`src/include/gmlc_pkg.sv`:
```
// Purpose: shared constants for the modem serial link controller
// Assumes: 50 MHz reference clock, AHB-Lite register access
// Notes:   byte offsets, field positions, reset values and timing counts
package gmlc_pkg;
  // ----------------------------------------------------------------
  // register byte offsets
  // ----------------------------------------------------------------
  localparam logic [7:0] GMLC_A_CFG      = 8'h00;
  localparam logic [7:0] GMLC_A_CTRL     = 8'h04;
  localparam logic [7:0] GMLC_A_DELAY    = 8'h08;
  localparam logic [7:0] GMLC_A_PIN      = 8'h0c;
  localparam logic [7:0] GMLC_A_MSC      = 8'h10;
  localparam logic [7:0] GMLC_A_GSC      = 8'h14;
  localparam logic [7:0] GMLC_A_DST0     = 8'h18;
  localparam logic [7:0] GMLC_A_DST1     = 8'h1c;
  localparam logic [7:0] GMLC_A_DST2     = 8'h20;
  localparam logic [7:0] GMLC_A_VALID    = 8'h24;
  localparam logic [7:0] GMLC_A_STATUS   = 8'h28;
  localparam logic [7:0] GMLC_A_IRQ_ST   = 8'h2c;
  localparam logic [7:0] GMLC_A_IRQ_MSK  = 8'h30;
  localparam logic [7:0] GMLC_A_CMD_CHR  = 8'h34;
  localparam logic [7:0] GMLC_A_TXDATA   = 8'h38;
  localparam logic [7:0] GMLC_A_RXDATA   = 8'h3c;
  localparam logic [7:0] GMLC_A_REPORT   = 8'h40;
  localparam logic [7:0] GMLC_A_LINK     = 8'h44;
  // ----------------------------------------------------------------
  // field positions and values
  // ----------------------------------------------------------------
  localparam int         GMLC_CFG_D8     = 0;
  localparam int         GMLC_CFG_PAR_LO = 1;
  localparam int         GMLC_CFG_STOP2  = 3;
  localparam int         GMLC_CFG_FAST   = 4;
  localparam int         GMLC_CFG_PERMIT = 5;
  localparam logic [4:0] GMLC_CFG_FMT_RST = 5'h01;
  localparam logic [1:0] GMLC_PAR_NONE   = 2'h0;
  localparam logic [1:0] GMLC_PAR_ODD    = 2'h1;
  localparam logic [1:0] GMLC_PAR_EVEN   = 2'h2;
  localparam int         GMLC_CTL_DEFLT  = 0;
  localparam int         GMLC_CTL_INIT   = 1;
  localparam int         GMLC_CTL_PINCAN = 2;
  localparam int         GMLC_CTL_CMDCLR = 3;
  localparam int         GMLC_DST_GW     = 31;
  localparam int         GMLC_TX_SMS     = 8;
  localparam logic [15:0] GMLC_RPT_MASK  = 16'hf078;
  localparam logic [5:0] GMLC_IRQ_RST    = 6'h00;
  localparam int         GMLC_IRQ_INITOK = 0;
  localparam int         GMLC_IRQ_CONERR = 1;
  localparam int         GMLC_IRQ_PINERR = 2;
  localparam int         GMLC_IRQ_RXBYTE = 3;
  localparam int         GMLC_IRQ_RXERR  = 4;
  localparam int         GMLC_IRQ_REFUSE = 5;
  localparam logic [3:0] GMLC_DELAY_MAX  = 4'ha;
  localparam logic [3:0] GMLC_DIGIT_MAX  = 4'h9;
  localparam int         GMLC_CMD_DEPTH  = 16;
  localparam logic [7:0] GMLC_CHR_CR     = 8'h0d;
  localparam logic [7:0] GMLC_CHR_O      = 8'h4f;
  localparam logic [7:0] GMLC_CHR_K      = 8'h4b;
  // ----------------------------------------------------------------
  // timing
  // ----------------------------------------------------------------
  localparam int GMLC_CLK_HZ     = 50_000_000;
  localparam int GMLC_BAUD_LO    = 9600;
  localparam int GMLC_BAUD_HI    = 19200;
  localparam int GMLC_RSP_MS     = 1000;
  localparam int GMLC_BITC_LO    = GMLC_CLK_HZ / GMLC_BAUD_LO;
  localparam logic [12:0] GMLC_BITC_HI = 13'(GMLC_CLK_HZ / GMLC_BAUD_HI);
  localparam int GMLC_CYC_SEC    = GMLC_CLK_HZ;
  localparam int GMLC_RSP_CYC    = (GMLC_CLK_HZ / 1000) * GMLC_RSP_MS;
  // ----------------------------------------------------------------
  // init sequencer states
  // ----------------------------------------------------------------
  typedef enum logic [2:0] {
    GMLC_S_IDLE  = 3'b000,
    GMLC_S_DELAY = 3'b001,
    GMLC_S_SEND  = 3'b010,
    GMLC_S_WAIT  = 3'b011,
    GMLC_S_DONE  = 3'b100
  } gmlc_state_t;
endpackage : gmlc_pkg

```
`src/hw/gmlc_top.sv`:
```
// Purpose: serial link controller between a controller and a GSM modem
// Assumes: AHB-Lite slave, single clock, synchronous active-high reset
// Notes:   one init command buffer, one uart, status word and interrupts
//
// Design decisions made here: register access over AHB-Lite and the placing of the registers.
`timescale 1ns/1ps
module gmlc_top
  import gmlc_pkg::*;
#(
  parameter logic [12:0] P_BIT_CYC_LO  = 13'(GMLC_BITC_LO),
  parameter logic [25:0] P_CYC_PER_SEC = 26'(GMLC_CYC_SEC),
  parameter logic [25:0] P_RSP_CYC     = 26'(GMLC_RSP_CYC)
) (
  // clock and reset
  input  wire logic        i_ref_clk,
  input  wire logic        i_rst,
  // ahb-lite slave
  input  wire logic        i_hsel,
  input  wire logic [7:0]  i_haddr,
  input  wire logic [1:0]  i_htrans,
  input  wire logic        i_hwrite,
  input  wire logic [2:0]  i_hsize,
  input  wire logic [31:0] i_hwdata,
  input  wire logic        i_hready,
  output logic             o_hreadyout,
  output logic             o_hresp,
  output logic [31:0]      o_hrdata,
  // modem serial pins
  output logic             o_txd,
  input  wire logic        i_rxd,
  // interrupt
  output logic             o_irq
);
  // ----------------------------------------------------------------
  // helpers
  // ----------------------------------------------------------------
  function automatic logic par_bit(input logic [7:0] d, input logic d8,
                                   input logic [1:0] par);
    logic p;
    p = d8 ? ^d : ^d[6:0];
    return (par == GMLC_PAR_ODD) ? ~p : p;
  endfunction : par_bit

  // frame length without the second stop bit
  function automatic logic [3:0] base_len(input logic d8, input logic [1:0] par);
    logic [3:0] n;
    n = d8 ? 4'ha : 4'h9;
    if (par != GMLC_PAR_NONE) n = n + 4'h1;
    return n;
  endfunction : base_len

  // ----------------------------------------------------------------
  // declarations
  // ----------------------------------------------------------------
  logic [5:0]  cfg_q;
  logic [3:0]  delay_q;
  logic [15:0] pin_q;
  logic        pin_set_q;
  logic [31:0] msc_q;
  logic [31:0] gsc_q;
  logic [31:0] dst_q [3];
  logic [7:0]  valid_q;
  logic [15:0] report_q;
  logic        conn_err_q;
  logic        init_ok_q;
  logic [5:0]  irq_st_q;
  logic [5:0]  irq_msk_q;
  logic [5:0]  ev;
  logic [7:0]  cmd_q [GMLC_CMD_DEPTH];
  logic [4:0]  cmd_len_q;
  logic [7:0]  rx_data_q;
  logic        rd_pend_q;
  logic        wr_pend_q;
  logic [7:0]  addr_q;
  logic        hready_q;
  logic [31:0] hrdata_q;
  logic [31:0] rd_mux;
  logic [15:0] status;
  logic        we;
  logic [31:0] wd;
  logic        addr_ok;
  logic        d8;
  logic [1:0]  par;
  logic [12:0] bit_cyc;
  gmlc_state_t st_q;
  logic [4:0]  idx_q;
  logic [3:0]  sec_left_q;
  logic [25:0] tmr_q;
  logic        saw_o_q;
  logic        seq_req;
  logic        sw_req;
  logic        tx_start;
  logic [7:0]  tx_byte;
  logic        tx_busy_q;
  logic [11:0] tx_sh_q;
  logic [3:0]  tx_left_q;
  logic [12:0] tx_cnt_q;
  logic        txd_q;
  logic [11:0] frame;
  logic [3:0]  frame_n;
  logic        rx_s1_q;
  logic        rx_s2_q;
  logic        rx_busy_q;
  logic [12:0] rx_cnt_q;
  logic [3:0]  rx_left_q;
  logic [11:0] rx_sh_q;
  logic        rx_done_q;
  logic [11:0] rx_f;
  logic [7:0]  rx_d;
  logic        rx_ok;
  logic        gw_clash;
  logic        pin_digits_ok;
  logic        irq_q;

  assign d8      = cfg_q[GMLC_CFG_D8];
  assign par     = cfg_q[GMLC_CFG_PAR_LO +: 2];
  assign bit_cyc = cfg_q[GMLC_CFG_FAST] ? GMLC_BITC_HI : P_BIT_CYC_LO;

  // ----------------------------------------------------------------
  // ahb-lite slave: zero-wait writes, one wait state on reads
  // ----------------------------------------------------------------
  assign addr_ok = i_hsel & i_hready & i_htrans[1];
  assign we      = wr_pend_q;
  assign wd      = i_hwdata;

  always_ff @(posedge i_ref_clk) begin
    if (i_rst) begin
      wr_pend_q <= 1'b0;
      rd_pend_q <= 1'b0;
      addr_q    <= 8'h00;
      hready_q  <= 1'b1;
      hrdata_q  <= 32'h0000_0000;
    end else begin
      wr_pend_q <= addr_ok & i_hwrite;
      rd_pend_q <= addr_ok & ~i_hwrite;
      if (addr_ok) addr_q <= i_haddr;
      // read data is built a cycle late so a write just before is seen
      hready_q  <= ~(addr_ok & ~i_hwrite);
      hrdata_q  <= rd_pend_q ? rd_mux : 32'h0000_0000;
    end
  end

  assign status = {report_q[15:12], 5'h00, report_q[6:3],
                   pin_set_q, init_ok_q, conn_err_q};

  always_comb begin
    rd_mux = 32'h0000_0000;
    unique case (addr_q)
      GMLC_A_CFG:     rd_mux = {26'h0, cfg_q};
      GMLC_A_DELAY:   rd_mux = {28'h0, delay_q};
      GMLC_A_PIN:     rd_mux = {16'h0, pin_q};
      GMLC_A_MSC:     rd_mux = msc_q;
      GMLC_A_GSC:     rd_mux = gsc_q;
      GMLC_A_DST0:    rd_mux = dst_q[0];
      GMLC_A_DST1:    rd_mux = dst_q[1];
      GMLC_A_DST2:    rd_mux = dst_q[2];
      GMLC_A_VALID:   rd_mux = {24'h0, valid_q};
      GMLC_A_STATUS:  rd_mux = {16'h0, status};
      GMLC_A_IRQ_ST:  rd_mux = {26'h0, irq_st_q};
      GMLC_A_IRQ_MSK: rd_mux = {26'h0, irq_msk_q};
      GMLC_A_RXDATA:  rd_mux = {24'h0, rx_data_q};
      GMLC_A_REPORT:  rd_mux = {16'h0, report_q};
      GMLC_A_LINK:    rd_mux = {23'h0, cmd_len_q, st_q, tx_busy_q};
      default:        rd_mux = 32'h0000_0000;
    endcase
  end

  // ----------------------------------------------------------------
  // configuration and stored numbers
  // ----------------------------------------------------------------
  always_ff @(posedge i_ref_clk) begin
    if (i_rst) begin
      cfg_q   <= {1'b0, GMLC_CFG_FMT_RST};
      delay_q <= 4'h0;
      valid_q <= 8'h00;
      msc_q   <= 32'h0000_0000;
      gsc_q   <= 32'h0000_0000;
    end else if (we) begin
      if (addr_q == GMLC_A_CFG && wd[GMLC_CFG_PAR_LO +: 2] != 2'h3)
        cfg_q <= wd[5:0];
      if (addr_q == GMLC_A_CTRL && wd[GMLC_CTL_DEFLT])
        cfg_q[4:0] <= GMLC_CFG_FMT_RST;
      if (addr_q == GMLC_A_DELAY)
        delay_q <= (wd[3:0] > GMLC_DELAY_MAX) ? GMLC_DELAY_MAX : wd[3:0];
      // full 8-bit code spans 5 min to 63 weeks, so no clamp needed
      if (addr_q == GMLC_A_VALID) valid_q <= wd[7:0];
      if (addr_q == GMLC_A_MSC)   msc_q   <= wd;
      if (addr_q == GMLC_A_GSC)   gsc_q   <= wd;
    end
  end

  // a second gateway slot would break the three-destination layout
  always_comb begin
    gw_clash = 1'b0;
    for (int i = 0; i < 3; i++) begin
      if (addr_q != GMLC_A_DST0 + 8'(4 * i) && dst_q[i][GMLC_DST_GW])
        gw_clash = wd[GMLC_DST_GW];
    end
  end

  generate
    for (genvar g = 0; g < 3; g++) begin : g_dst
      always_ff @(posedge i_ref_clk) begin
        if (i_rst) begin
          dst_q[g] <= 32'h0000_0000;
        end else if (we && addr_q == GMLC_A_DST0 + 8'(4 * g) && !gw_clash) begin
          dst_q[g] <= wd;
        end
      end
    end
  endgenerate

  // ----------------------------------------------------------------
  // pin code
  // ----------------------------------------------------------------
  always_comb begin
    pin_digits_ok = 1'b1;
    for (int i = 0; i < 4; i++) begin
      if (wd[4*i +: 4] > GMLC_DIGIT_MAX) pin_digits_ok = 1'b0;
    end
  end

  always_ff @(posedge i_ref_clk) begin
    if (i_rst) begin
      pin_q     <= 16'h0000;
      pin_set_q <= 1'b0;
    end else if (we && addr_q == GMLC_A_PIN && pin_digits_ok) begin
      pin_q     <= wd[15:0];
      pin_set_q <= 1'b1;
    end else if (we && addr_q == GMLC_A_CTRL && wd[GMLC_CTL_PINCAN]) begin
      pin_q     <= 16'h0000;
      pin_set_q <= 1'b0;
    end
  end

  // modem-reported flags kept by firmware; status itself takes no writes
  always_ff @(posedge i_ref_clk) begin
    if (i_rst) report_q <= 16'h0000;
    else if (we && addr_q == GMLC_A_REPORT) report_q <= wd[15:0] & GMLC_RPT_MASK;
  end

  // ----------------------------------------------------------------
  // init command buffer
  // ----------------------------------------------------------------
  always_ff @(posedge i_ref_clk) begin
    if (i_rst) begin
      cmd_len_q <= 5'h00;
    end else if (we && addr_q == GMLC_A_CTRL && wd[GMLC_CTL_CMDCLR]) begin
      cmd_len_q <= 5'h00;
    end else if (we && addr_q == GMLC_A_CMD_CHR && cmd_len_q < 5'(GMLC_CMD_DEPTH)) begin
      cmd_len_q <= cmd_len_q + 5'h01;
    end
  end

  always_ff @(posedge i_ref_clk) begin
    if (we && addr_q == GMLC_A_CMD_CHR && cmd_len_q < 5'(GMLC_CMD_DEPTH))
      cmd_q[cmd_len_q[3:0]] <= wd[7:0];
  end

  // ----------------------------------------------------------------
  // init sequencer: delay, send command plus cr, wait for ok
  // ----------------------------------------------------------------
  assign seq_req = (st_q == GMLC_S_SEND) & ~tx_busy_q;

  always_ff @(posedge i_ref_clk) begin
    if (i_rst) begin
      st_q       <= GMLC_S_IDLE;
      idx_q      <= 5'h00;
      sec_left_q <= 4'h0;
      tmr_q      <= 26'h0;
      saw_o_q    <= 1'b0;
      init_ok_q  <= 1'b0;
      conn_err_q <= 1'b0;
    end else if (we && addr_q == GMLC_A_CTRL && wd[GMLC_CTL_INIT]) begin
      st_q       <= GMLC_S_DELAY;
      sec_left_q <= delay_q;
      tmr_q      <= P_CYC_PER_SEC - 26'h1;
      init_ok_q  <= 1'b0;
      conn_err_q <= 1'b0;
    end else begin
      unique case (st_q)
        GMLC_S_IDLE, GMLC_S_DONE: ;
        GMLC_S_DELAY: begin
          if (sec_left_q == 4'h0) begin
            st_q  <= GMLC_S_SEND;
            idx_q <= 5'h00;
          end else if (tmr_q == 26'h0) begin
            sec_left_q <= sec_left_q - 4'h1;
            tmr_q      <= P_CYC_PER_SEC - 26'h1;
          end else begin
            tmr_q <= tmr_q - 26'h1;
          end
        end
        GMLC_S_SEND: begin
          if (seq_req) begin
            idx_q <= idx_q + 5'h01;
            if (idx_q == cmd_len_q) begin
              st_q    <= GMLC_S_WAIT;
              tmr_q   <= P_RSP_CYC;
              saw_o_q <= 1'b0;
            end
          end
        end
        GMLC_S_WAIT: begin
          if (rx_done_q && rx_ok && saw_o_q && rx_d == GMLC_CHR_K) begin
            st_q      <= GMLC_S_DONE;
            init_ok_q <= 1'b1;
          end else if (tmr_q == 26'h0) begin
            st_q       <= GMLC_S_IDLE;
            conn_err_q <= 1'b1;
          end else begin
            tmr_q <= tmr_q - 26'h1;
            if (rx_done_q) saw_o_q <= rx_ok && rx_d == GMLC_CHR_O;
          end
        end
        default: st_q <= GMLC_S_IDLE;
      endcase
    end
  end

  // ----------------------------------------------------------------
  // transmitter
  // ----------------------------------------------------------------
  // message bytes are refused while remote access is permitted
  assign sw_req = we && addr_q == GMLC_A_TXDATA && !tx_busy_q && !seq_req &&
                  !(wd[GMLC_TX_SMS] && cfg_q[GMLC_CFG_PERMIT]);
  assign tx_start = seq_req | sw_req;
  assign tx_byte  = !seq_req ? wd[7:0] :
                    (idx_q == cmd_len_q) ? GMLC_CHR_CR : cmd_q[idx_q[3:0]];

  always_comb begin
    frame          = 12'hfff;
    frame[0]       = 1'b0;
    frame_n        = base_len(d8, par);
    if (d8) frame[8:1] = tx_byte;
    else    frame[7:1] = tx_byte[6:0];
    if (par != GMLC_PAR_NONE)
      frame[frame_n - 4'h2] = par_bit(tx_byte, d8, par);
    if (cfg_q[GMLC_CFG_STOP2]) frame_n = frame_n + 4'h1;
  end

  always_ff @(posedge i_ref_clk) begin
    if (i_rst) begin
      tx_busy_q <= 1'b0;
      tx_sh_q   <= 12'hfff;
      tx_left_q <= 4'h0;
      tx_cnt_q  <= 13'h0;
      txd_q     <= 1'b1;
    end else if (tx_start) begin
      tx_busy_q <= 1'b1;
      txd_q     <= frame[0];
      tx_sh_q   <= {1'b1, frame[11:1]};
      tx_left_q <= frame_n - 4'h1;
      tx_cnt_q  <= bit_cyc - 13'h1;
    end else if (tx_busy_q) begin
      if (tx_cnt_q != 13'h0) begin
        tx_cnt_q <= tx_cnt_q - 13'h1;
      end else if (tx_left_q != 4'h0) begin
        txd_q     <= tx_sh_q[0];
        tx_sh_q   <= {1'b1, tx_sh_q[11:1]};
        tx_left_q <= tx_left_q - 4'h1;
        tx_cnt_q  <= bit_cyc - 13'h1;
      end else begin
        tx_busy_q <= 1'b0;
        txd_q     <= 1'b1;
      end
    end
  end

  // ----------------------------------------------------------------
  // receiver: mid-bit sampling, checks one stop bit only
  // ----------------------------------------------------------------
  always_ff @(posedge i_ref_clk) begin
    if (i_rst) begin
      rx_s1_q <= 1'b1;
      rx_s2_q <= 1'b1;
    end else begin
      rx_s1_q <= i_rxd;
      rx_s2_q <= rx_s1_q;
    end
  end

  always_ff @(posedge i_ref_clk) begin
    if (i_rst) begin
      rx_busy_q <= 1'b0;
      rx_cnt_q  <= 13'h0;
      rx_left_q <= 4'h0;
      rx_sh_q   <= 12'h000;
      rx_done_q <= 1'b0;
    end else begin
      rx_done_q <= 1'b0;
      if (!rx_busy_q) begin
        if (!rx_s2_q) begin
          rx_busy_q <= 1'b1;
          rx_cnt_q  <= {1'b0, bit_cyc[12:1]};
          rx_left_q <= base_len(d8, par);
        end
      end else if (rx_cnt_q != 13'h0) begin
        rx_cnt_q <= rx_cnt_q - 13'h1;
      end else begin
        rx_sh_q   <= {rx_s2_q, rx_sh_q[11:1]};
        rx_left_q <= rx_left_q - 4'h1;
        rx_cnt_q  <= bit_cyc - 13'h1;
        if (rx_left_q == 4'h1) begin
          rx_busy_q <= 1'b0;
          rx_done_q <= 1'b1;
        end
      end
    end
  end

  assign rx_f  = rx_sh_q >> (4'hc - base_len(d8, par));
  assign rx_d  = d8 ? rx_f[8:1] : {1'b0, rx_f[7:1]};
  assign rx_ok = !rx_f[0] && rx_f[base_len(d8, par) - 4'h1] &&
                 (par == GMLC_PAR_NONE ||
                  rx_f[base_len(d8, par) - 4'h2] == par_bit(rx_d, d8, par));

  always_ff @(posedge i_ref_clk) begin
    if (i_rst) rx_data_q <= 8'h00;
    else if (rx_done_q && rx_ok) rx_data_q <= rx_d;
  end

  // ----------------------------------------------------------------
  // interrupts: sticky, write one to clear, a new event wins
  // ----------------------------------------------------------------
  always_comb begin
    ev                  = 6'h00;
    ev[GMLC_IRQ_INITOK] = rx_done_q && rx_ok && saw_o_q && rx_d == GMLC_CHR_K &&
                          st_q == GMLC_S_WAIT;
    ev[GMLC_IRQ_CONERR] = st_q == GMLC_S_WAIT && tmr_q == 26'h0 &&
                          !(rx_done_q && rx_ok && saw_o_q && rx_d == GMLC_CHR_K);
    ev[GMLC_IRQ_PINERR] = we && addr_q == GMLC_A_PIN && !pin_digits_ok;
    ev[GMLC_IRQ_RXBYTE] = rx_done_q && rx_ok;
    ev[GMLC_IRQ_RXERR]  = rx_done_q && !rx_ok;
    ev[GMLC_IRQ_REFUSE] = we && addr_q == GMLC_A_TXDATA && !sw_req;
  end

  always_ff @(posedge i_ref_clk) begin
    if (i_rst) begin
      irq_st_q  <= GMLC_IRQ_RST;
      irq_msk_q <= GMLC_IRQ_RST;
      irq_q     <= 1'b0;
    end else begin
      if (we && addr_q == GMLC_A_IRQ_ST) irq_st_q <= (irq_st_q & ~wd[5:0]) | ev;
      else                               irq_st_q <= irq_st_q | ev;
      if (we && addr_q == GMLC_A_IRQ_MSK) irq_msk_q <= wd[5:0];
      irq_q <= |(irq_st_q & irq_msk_q);
    end
  end

  assign o_hreadyout = hready_q;
  assign o_hresp     = 1'b0;
  assign o_hrdata    = hrdata_q;
  assign o_txd       = txd_q;
  assign o_irq       = irq_q;
endmodule : gmlc_top

```
`config.mk`:
```
export PLATFORM = sky130hd
export DESIGN_NAME = gmlc_top
export DESIGN_NICKNAME = d
export VERILOG_FILES = /design/src/include/gmlc_pkg.sv /design/src/hw/gmlc_top.sv
export SDC_FILE = /design/constraint.sdc
export NUM_CORES = 1
export LEC_CHECK = 0
export BUFFER_PORTS_ARGS = -buffer_cell sky130_fd_sc_hd__buf_2
export CORE_MARGIN = 2
export CORE_UTILIZATION = 40
export DETAILED_ROUTE_END_ITERATION = 12
export PLACE_DENSITY = 0.65
export SLEW_MARGIN = 20
export SYNTH_ARGS = -nofsm -noshare
export SYNTH_HDL_FRONTEND = slang
export SYNTH_SLANG_ARGS = --single-unit
```
`constraint.sdc`:
```
create_clock -name i_ref_clk -period 5.35 [get_ports i_ref_clk]
set_input_delay 1.07 -clock i_ref_clk [delete_from_list [all_inputs] [get_ports i_ref_clk]]
set_output_delay 1.07 -clock i_ref_clk [all_outputs]
set_load 0.02 [all_outputs]
```
# [Word-level counts from Yosys, hierarchy flattened]
# Memory sizes are Yosys's and may differ from the RTL's. A register that Yosys moved wholly into a read port is not among the register bits.
# Cells that the tools add are included.
[op_classes] addsub=15 order_cmp=9 n_eq_ne=51 n_shift=1 n_mux=113 bitwise=25 reduce_logical=100
[ops] operator="$pmux W32 S15" count=1
[ops] operator="$mux W26" count=7
[ops] operator="$mux W13" count=8
[ops] operator="$mux W32" count=3
[ops] operator="$pmux W26 S3" count=1
[ops] operator="$eq A8 B6 Y1 const B" count=8
[ops] operator="$mux W4" count=16
[ops] operator="$mux W1" count=49
[ops] operator="$mux W11" count=4
[ops] operator="$logic_and A1 B1 Y1" count=40
[ops] operator="$sub A13 B1 Y13 const B" count=3
[ops] operator="$eq A8 B5 Y1 const B" count=4
[ops] operator="$eq A8 B7 Y1 const B" count=4
[ops] operator="$mux W16" count=2
[ops] operator="$logic_not A26 Y1" count=1
[ops] operator="$reduce_bool A13 Y1" count=2
[ops] operator="$sub A26 B1 Y26 const B" count=1
[ops] operator="$mux W8" count=3
[ops] operator="$ne A2 B2 Y1 const B" count=11
[ops] operator="$reduce_and A2 Y1" count=11
[ops] operator="$gt A4 B4 Y1 const B" count=5
[ops] operator="$mux W5" count=4
[ops] operator="$sub A4 B1 Y4 const B" count=5
[ops] operator="$reduce_bool A2 Y1" count=9
[ops] operator="58 further kinds" count=112
[totals] ff_bits=280 ramBits=224 input_bits=51 out_inout_bits=36 word_cells=356 mem_count=2
[mem_list] memory="cmd_q" words=16 width=8 read_ports=1 rd_ports_with_merged_regs=1 wr=1 line="gmlc_top.sv:69" source="logic [7:0] cmd_q [GMLC_CMD_DEPTH];"
[mem_list] memory="dst_q" words=3 width=32 read_ports=3 rd_ports_with_merged_regs=0 wr=3 line="gmlc_top.sv:61" source="logic [31:0] dst_q [3];"

# [Logic depth before layout (Yosys ltp)]
# Gate-level depths: netlist (run 1).
[logic_depth] depth_word=20 depth_mapped=20 ltp_nobuf=17

# [Worst setup path after synthesis (run 1)]
# Ideal clock, no wire load.
[synth_timing] path_type="register to register" startpoint="reg addr_q[2]" endpoint="mem dst_q[0][0], enable pin" setup_ns=0.466 arrival_time_ns=3.806 t_required_ns=4.884 path_slack_ns=1.078 stages_incl_launch_ff=7 path_buffers=1 period_less_slack_ns=4.272 path_cell_list="dfxtp_1 -> clkbuf_1 -> nor4_1 -> nand3_1 -> a222oi_1 -> o21ai_1 -> o21ai_0"
[synth_rtl] element="start: declaration" line="gmlc_top.sv:74" source="logic [7:0] addr_q;"
[synth_rtl] element="start signal: assignment" line="gmlc_top.sv:136" source="if (addr_ok) addr_q <= i_haddr;"
[synth_rtl] element="end: declaration" line="gmlc_top.sv:61"

# [Worst setup path after layout (run 1)]
[layout_timing] startpoint="reg cfg_q[2]" endpoint="reg rx_data_q[5]"
[layout_via] elab_chain_cells=13 word_cells_on_any_way=24 cone_classes="add/sub: 3; eq/ne: 2; shift: 1; mux: 8; bitwise: 1; reduce/logical: 9"
[layout_rtl] element="start: declaration" line="gmlc_top.sv:55" source="logic [5:0] cfg_q;"
[layout_rtl] element="start signal: assignment" line="gmlc_top.sv:173" source="cfg_q <= {1'b0, GMLC_CFG_FMT_RST};"
[layout_rtl] element="start signal: assignment" line="gmlc_top.sv:180" source="cfg_q <= wd[5:0];"
[layout_rtl] element="$reduce_bool A2 Y1" line="gmlc_top.sv:48" source="if (par != GMLC_PAR_NONE) n = n + 4'h1;"
[layout_rtl] element="$mux W4" line="gmlc_top.sv:48"
[layout_rtl] element="$sub A4 B4 Y4" line="gmlc_top.sv:412" source="assign rx_f = rx_sh_q >> (4'hc - base_len(d8, par));"
[layout_rtl] element="$shr A12 B4 Y12" line="gmlc_top.sv:412"
[layout_rtl] element="$mux W8" line="gmlc_top.sv:413" source="assign rx_d = d8 ? rx_f[8:1] : {1'b0, rx_f[7:1]};"
[layout_rtl] element="$reduce_xor A8 Y1 or $reduce_xor A7 Y1 (tied branches)" line="gmlc_top.sv:40" source="p = d8 ? ^d : ^d[6:0];"
[layout_rtl] element="$mux W1" line="gmlc_top.sv:40"
[layout_rtl] element="$not A1 Y1" line="gmlc_top.sv:41" source="return (par == GMLC_PAR_ODD) ? ~p : p;"
[layout_rtl] element="$mux W1" line="gmlc_top.sv:41"
[layout_rtl] element="$eq A1 B1 Y1" line="gmlc_top.sv:416" source="rx_f[base_len(d8, par) - 4'h2] == par_bit(rx_d, d8, par));"
[layout_rtl] element="$logic_or A1 B1 Y1" line="gmlc_top.sv:415" source="(par == GMLC_PAR_NONE ||"
[layout_rtl] element="$logic_and A1 B1 Y1" line="gmlc_top.sv:414" source="assign rx_ok = !rx_f[0] && rx_f[base_len(d8, par) - 4'h1] &&"
[layout_rtl] element="$logic_and A1 B1 Y1" line="gmlc_top.sv:420" source="else if (rx_done_q && rx_ok) rx_data_q <= rx_d;"
[layout_rtl] element="end signal: assignment" line="gmlc_top.sv:420"
[layout_rtl] element="end: declaration" line="gmlc_top.sv:71" source="logic [7:0] rx_data_q;"
# Parallel ways exist; a longest one is shown, timed or not. The select of a mux whose other input is x is not followed.
# A chain may end at the register's enable or synchronous reset.

==> flow_summary.json, run 1 <==
{
  "finalSetupTns_ns": 0,
  "gr-total-overflow": 0,
  "leakage_nw": 8.581,
  "slew-limit-headroom_pct": 25.97,
  "outcome": "complete, no violations",
  "area_growth_pct": 13.10,
  "criticalPathCategory": "reg2reg",
  "final_cell_area_sq_um": 25020,
  "hold_path_class": "reg2reg",
  "vdd_drop_max_uv": 235.0,
  "cp-start-kind": "flop",
  "cp_max_fo": 9,
  "gp_congestion": 0.8554,
  "finalCriticalPeriod_ns": 4.903,
  "final_cell_mix": "nand2_1, dfxtp_1, edfxtp_1",
  "hpwl_mm": 37.39,
  "final_hold_viol_count": 0,
  "initial_utilization_pct": 40.31,
  "critPathTopFamily": "simple AND/OR/NAND/NOR gates",
  "io_buffers": 81,
  "yosys.area.top_type_share_pct": 30.41,
  "grt_max_degree": 92,
  "syn_inst": 2144,
  "synth_area_leaders": "edfxtp_1, dfxtp_1, nand2_1, a21oi_1, mux4_2",
  "drc": 0,
  "final_common_cell": "nand2_1",
  "core_sq_um": 54880,
  "setup_viol": 0,
  "slew_viol_final": 0,
  "slowest_delay_ns": 0.53,
  "nNetsFinal": 2254,
  "tritoncts": "done",
  "end_kind": "flop",
  "fmax_mhz": 204.0,
  "power_mw": 8.069,
  "synthFlopType": "dfxtp_1",
  "synth_seq_cells": 508,
  "power_density_nw_per_um2": 322.6,
  "dpl_cell_area_sq_um": 23240,
  "die_h_microns": 239.2,
  "synth.avg_cell_area_sq_um": 10.32,
  "synth_area_sq_um": 22120,
  "fin_crit_sh_pct": 91.64,
  "cts_root_buffer": "clkbuf_16",
  "crit_required_ns": 5.84,
  "clockBufferDepth": 3,
  "wl_per_cell_microns": 20.63,
  "crit_path_frequent_cell": "xnor2_1",
  "cp.arrival_ns": 5.39,
  "synth_edf_count": 224,
  "first_iter_violations": 1943,
  "die_area_sq_um": 57190,
  "cts.sinks": 508,
  "io_pins": 87,
  "rows": 86,
  "crit_buf_inv": 1,
  "ys_seq_area_share_pct": 56.11,
  "antenna_found_initial": 2,
  "numCtsBuffers": 52,
  "async_reset_ff_share_pct": 0,
  "grt_pass1_vias": 16440,
  "clk_pin_slew_ns": 0.07,
  "ys_warn_count": 0,
  "vias": 17220,
  "drt-total-wl_mm": 60.48,
  "final_layout_size_suffix_gt1_share_pct": 12.94,
  "vias_per_cell": 5.876,
  "path_cells": "or2_2, ha_1, mux2_2, nand2_1, a21boi_0, nor2_1, a31oi_1, ha_1, xnor2_1, xnor2_1, xnor2_1, xnor2_1, mux2i_4, nand3b_1, buf_4, mux2i_1, and2_1",
  "max-cap-violations": 0,
  "finClkSkew_ns": 0.04452,
  "synthesis.nets": 2215,
  "cp_slowest_cell": "ha_1",
  "dr.pass1.iters": 5,
  "grt_use_total_pct": 20.82,
  "htreeDepth": 2,
  "yosysTopAreaCell": "edfxtp_1",
  "ys_types": 73,
  "clk_latency_ns": 0.63,
  "rsz0062_at_grt": "no",
  "grt_pass1_wl_mm": 93.55,
  "preCtsSetupSlack_ns": 0.3749,
  "dieWidth_microns": 239.2,
  "setup_ws_ns": 0.4474,
  "ant_nets": 0,
  "worst_slew_pin_slew_ns": 1.106
}
worst paths after layout:
path,from,end,slack (ns),depth (start not counted)
max reg2reg,cfg_q[2]$_SDFFE_PP0P_,rx_data_q[5]$_SDFFE_PP0N_,0.45,17
min reg2reg,rx_s1_q$_SDFF_PP1_,rx_s2_q$_SDFF_PP1_,0.43,1
min,rx_s1_q$_SDFF_PP1_,rx_s2_q$_SDFF_PP1_,0.43,1
max,cfg_q[2]$_SDFFE_PP0P_,rx_data_q[5]$_SDFFE_PP0N_,0.45,17
layer usage:
metal | up-vias | part of all wire [%] | GRT usage, %
met5 | - | 0.021 | 0
met4 | 2 | 2.5 | 6.212
met3 | 109 | 7.7 | 3.487
met2 | 718 | 47 | 33.72
met1 | 8447 | 43 | 28.65
li1 | 7946 | - | -
cells in the mapped netlist, drive strengths merged (4+ instances only):
cell type,instances
nand2,340
dfxtp,284
edfxtp,224
a21oi,184
nor2,155
clkbuf,115
and2,102
a22oi,79
o21ai,60
nor3,51
nand3,50
a31oi,46
mux4,40
mux2i,37
inv,28
a221oi,25
a22o,24
buf,22
xnor2,21
ha,20
a211oi,18
nor4,18
or3,15
nand4,14
nand2b,13
or4,12
a311oi,11
or2,11
o211ai,10
xor2,10
and3,9
nand3b,8
nor2b,7
nor3b,7
o31ai,7
a21o,6
a222oi,6
a2111oi,4
o2111ai,4
o311ai,4
o32ai,4
o41ai,4
kinds of logic (layout without fill, tap and decap cells):
logic type	after synthesis	count (layout)	share of synthesized area (%)
other	1	2	0.01695
adders and majority gates	20	20	1.131
DFF	508	508	56.11
AOI/OAI and AO/OA	515	515	15.14
xor gates and xnor gates	31	31	1.228
muxes	80	80	5.957
buffers and inverters	166	248	2.953
and+or+nand+nor	823	823	17.46
area by class of cell:
class | count | area (sq um)
Clock inverter | 21 | 252.7
Clock buffer | 76 | 1461
Inverter | 29 | 108.9
Antenna cell | 1 | 2.502
Fill cell | 5048 | 29860
Tap cell | 704 | 880.8
Multi-Input combinational cell | 1470 | 9158
Sequential cell | 508 | 12410
Timing Repair Buffer | 122 | 739.5
per-stage QoR:
stage / hold slack, ns / util (%) / cells
final: 0.4313 / 45.59 / 2931
after global routing: 0.4581 / 45.59 / 2931
after CTS: 0.4324 / 45.48 / 2926
after detailed placement: 0.4015 / 42.36 / 2829
after global placement: 0.4117 / 42.35 / 2829
after floorplan: 0.3895 / - / 2144
state kept, by name (all words and copies together) (netlist names), 11 cells and up, named ones only:
register  flops
rx_sh_q      12
pin_q        16
tx_sh_q      11
msc_q        32
gsc_q        32
rx_cnt_q     13
tx_cnt_q     13
cmd_q       128
dst_q        96
tmr_q        26
o_hrdata     32
worst reg2reg max path, cell delays in order (launching register included):
cell and delay, ns:
dfxtp_1 0.41, or2_2 0.37, ha_1 0.53, mux2_2 0.43, nand2_1 0.09, a21boi_0 0.27, nor2_1 0.07, a31oi_1 0.22
ha_1 0.28, xnor2_1 0.17, xnor2_1 0.16, xnor2_1 0.11, xnor2_1 0.28, mux2i_4 0.47, nand3b_1 0.39, buf_4 0.30
mux2i_1 0.11, and2_1 0.15
repair_timing:
item | 4_1_cts | 5_1_grt
hold buffers | 0 | 0
resized for setup | 0 | 1
endpoints found under the setup margin | 0 | 5
setup buffers | 0 | 3
power breakdown:
| part | internal (mW) | total (mW) | switching (mW) |
|---|---|---|---|
| logic | 0.104 | 0.339 | 0.235 |
| registers | 4.08 | 4.11 | 0.0294 |
| clock network | 2.06 | 3.62 | 1.56 |
| total | 6.25 | 8.07 | 1.82 |
Note: power is estimated with default switching activity, not from simulation.
==> inputs of run 2 (changes only) <==
==> constraint.sdc (replaced) <==
create_clock -name i_ref_clk -period 5.35 [get_ports i_ref_clk]
set_input_delay 1.605 -clock i_ref_clk [delete_from_list [all_inputs] [get_ports i_ref_clk]]
set_output_delay 1.605 -clock i_ref_clk [all_outputs]
set_load 0.02 [all_outputs]
==> run 2 against run 1 <==
Compared with the run above: design area shrank 0.27%; die area stayed put; utilization down 0.12 points; sequential cell count is the same; register-to-register slack got worse by 0.098 ns; maximum frequency is 2.0% lower.
==> flow_summary.json, run 2 (synthesized netlist as in run 1, its figures left out) <==
{
  "tritoncts": "done",
  "slew_viol_final": 0,
  "finalNonFillerCells": 2923,
  "slowest_delay_ns": 0.50,
  "cts.sinks": 508,
  "final_layout_size_suffix_gt1_share_pct": 12.62,
  "gp_congestion": 0.8612,
  "end_kind": "flop",
  "io_buffers": 81,
  "first_iter_violations": 1724,
  "worst_slew_pin_slew_ns": 1.157,
  "cp-start-kind": "flop",
  "die_h_microns": 239.2,
  "dr.pass1.iters": 6,
  "finalSetupTns_ns": 0,
  "finClkSkew_ns": 0.01811,
  "critPathTopFamily": "simple AND/OR/NAND/NOR gates",
  "area_growth_pct": 12.80,
  "cp-startpoint": "cfg_q[2]$_SDFFE_PP0P_",
  "hpwl_mm": 37.41,
  "grt_use_total_pct": 20.82,
  "rrSetupSlack_ns": 0.35,
  "preCtsSetupSlack_ns": 0.2624,
  "rsz0062_at_grt": "no",
  "outcome": "complete, no violations",
  "fin_crit_sh_pct": 93.48,
  "clockBufferDepth": 3,
  "initial_utilization_pct": 40.31,
  "fmax_mhz": 200.0,
  "crit_buf_inv": 0,
  "clk_latency_ns": 0.61,
  "reg2reg_from": "cfg_q[2]$_SDFFE_PP0P_",
  "cp_slowest_cell": "ha_1",
  "gr-total-overflow": 0,
  "finalCriticalPeriod_ns": 5.001,
  "cp.arrival_ns": 5.53,
  "vias": 17030,
  "antenna_found_initial": 0,
  "wl_per_cell_microns": 20.59,
  "io_pins": 87,
  "final_hold_viol_count": 0,
  "vdd_drop_max_uv": 235.0,
  "ant_nets": 0,
  "largest_reg_flops": 128,
  "htreeDepth": 2,
  "final_common_cell": "nand2_1",
  "wl_met3_mm": 4.420,
  "grt_pass1_vias": 16370,
  "hold_start": "rx_s1_q$_SDFF_PP1_",
  "setup_viol": 0,
  "grt_max_degree": 78,
  "path_cells": "or2_2, ha_1, mux2_2, nand2_1, a21boi_0, nor2_1, a31oi_1, ha_1, xnor2_1, xnor2_1, xnor2_1, xnor2_1, mux2i_4, nand3b_1, or2_2, a21oi_1",
  "setup_ws_ns": 0.3490,
  "wl_met1_mm": 25.41,
  "vias_per_cell": 5.827,
  "topRoutingLayerUsed": "met4",
  "drc": 0,
  "nNetsFinal": 2247,
  "max-cap-violations": 0,
  "drt-total-wl_mm": 60.19,
  "power_mw": 8.113,
  "final_cell_mix": "nand2_1, dfxtp_1, edfxtp_1",
  "rows": 86,
  "dieWidth_microns": 239.2,
  "crit_path_frequent_cell": "xnor2_1",
  "leakage_nw": 8.551,
  "cts_root_buffer": "clkbuf_16",
  "cp_max_fo": 11,
  "criticalPathCategory": "reg2reg",
  "final_util_pct": 45.47,
  "hold_path_class": "reg2reg",
  "n_antenna_cell": 0,
  "placed_cells": 2826,
  "numCtsBuffers": 52,
  "clk_pin_slew_ns": 0.06,
  "power_density_nw_per_um2": 325.2,
  "die_area_sq_um": 57190,
  "crit_required_ns": 5.88,
  "core_sq_um": 54880,
  "grt_pass1_wl_mm": 93.27,
  "cts_setup_buffers": 0,
  "wl_met2_mm": 29.14,
  "slew-limit-headroom_pct": 22.57
}
==> run 2: cell types whose count changed in the layout (fill, tap and decap cells not counted), sizes merged <==
cell    delta
buf        -7
clkbuf     -4
clkinv     +2
bufinv     +2
diode      -1
==> run 2: cell type report <==
type	count	area, sq um
timing repair buffer	115	666.9
tap	704	880.8
multi-input combinational	1470	9151
clock buffer	72	1436
sequential	508	12410
fill	5093	29930
clock inverter	25	292.8
inverter	29	108.9
==> run 2: per-layer routing <==
layer  track usage [%]  vias to the layer above
met1             28.52                     8350
met3             3.060                       85
met2             34.38                      661
li1                  -                     7937
met5                 0                        -
met4             5.833                        0
==> run 2: report_power, final <==
group	switching, mW	total, mW	internal, mW
clock	1.53	3.66	2.13
sequential	0.0292	4.11	4.08
combinational	0.235	0.336	0.101
==> run 2: path summary, 6_finish.rpt <==
kind | cells past startpoint | endpoint
setup / recovery | 16 | rx_data_q[7]$_SDFFE_PP0N_
hold / removal | 1 | rx_s2_q$_SDFF_PP1_
setup reg to reg | 16 | rx_data_q[7]$_SDFFE_PP0N_
hold reg to reg | 1 | rx_s2_q$_SDFF_PP1_
==> run 2: stage by stage <==
step	area, sq um	hold WS, ns
after floorplan	22120	0.3895
after global placement	23220	0.4126
after detailed placement	23220	0.4098
after CTS	24950	0.4394
after global routing	24950	0.4640
final	24950	0.4242
==> run 2: repair_timing <==
action | 4_1_cts | 5_1_grt
hold buffers | 0 | 0
gates resized for setup | 0 | 0
endpoints found under the setup margin | 0 | 1
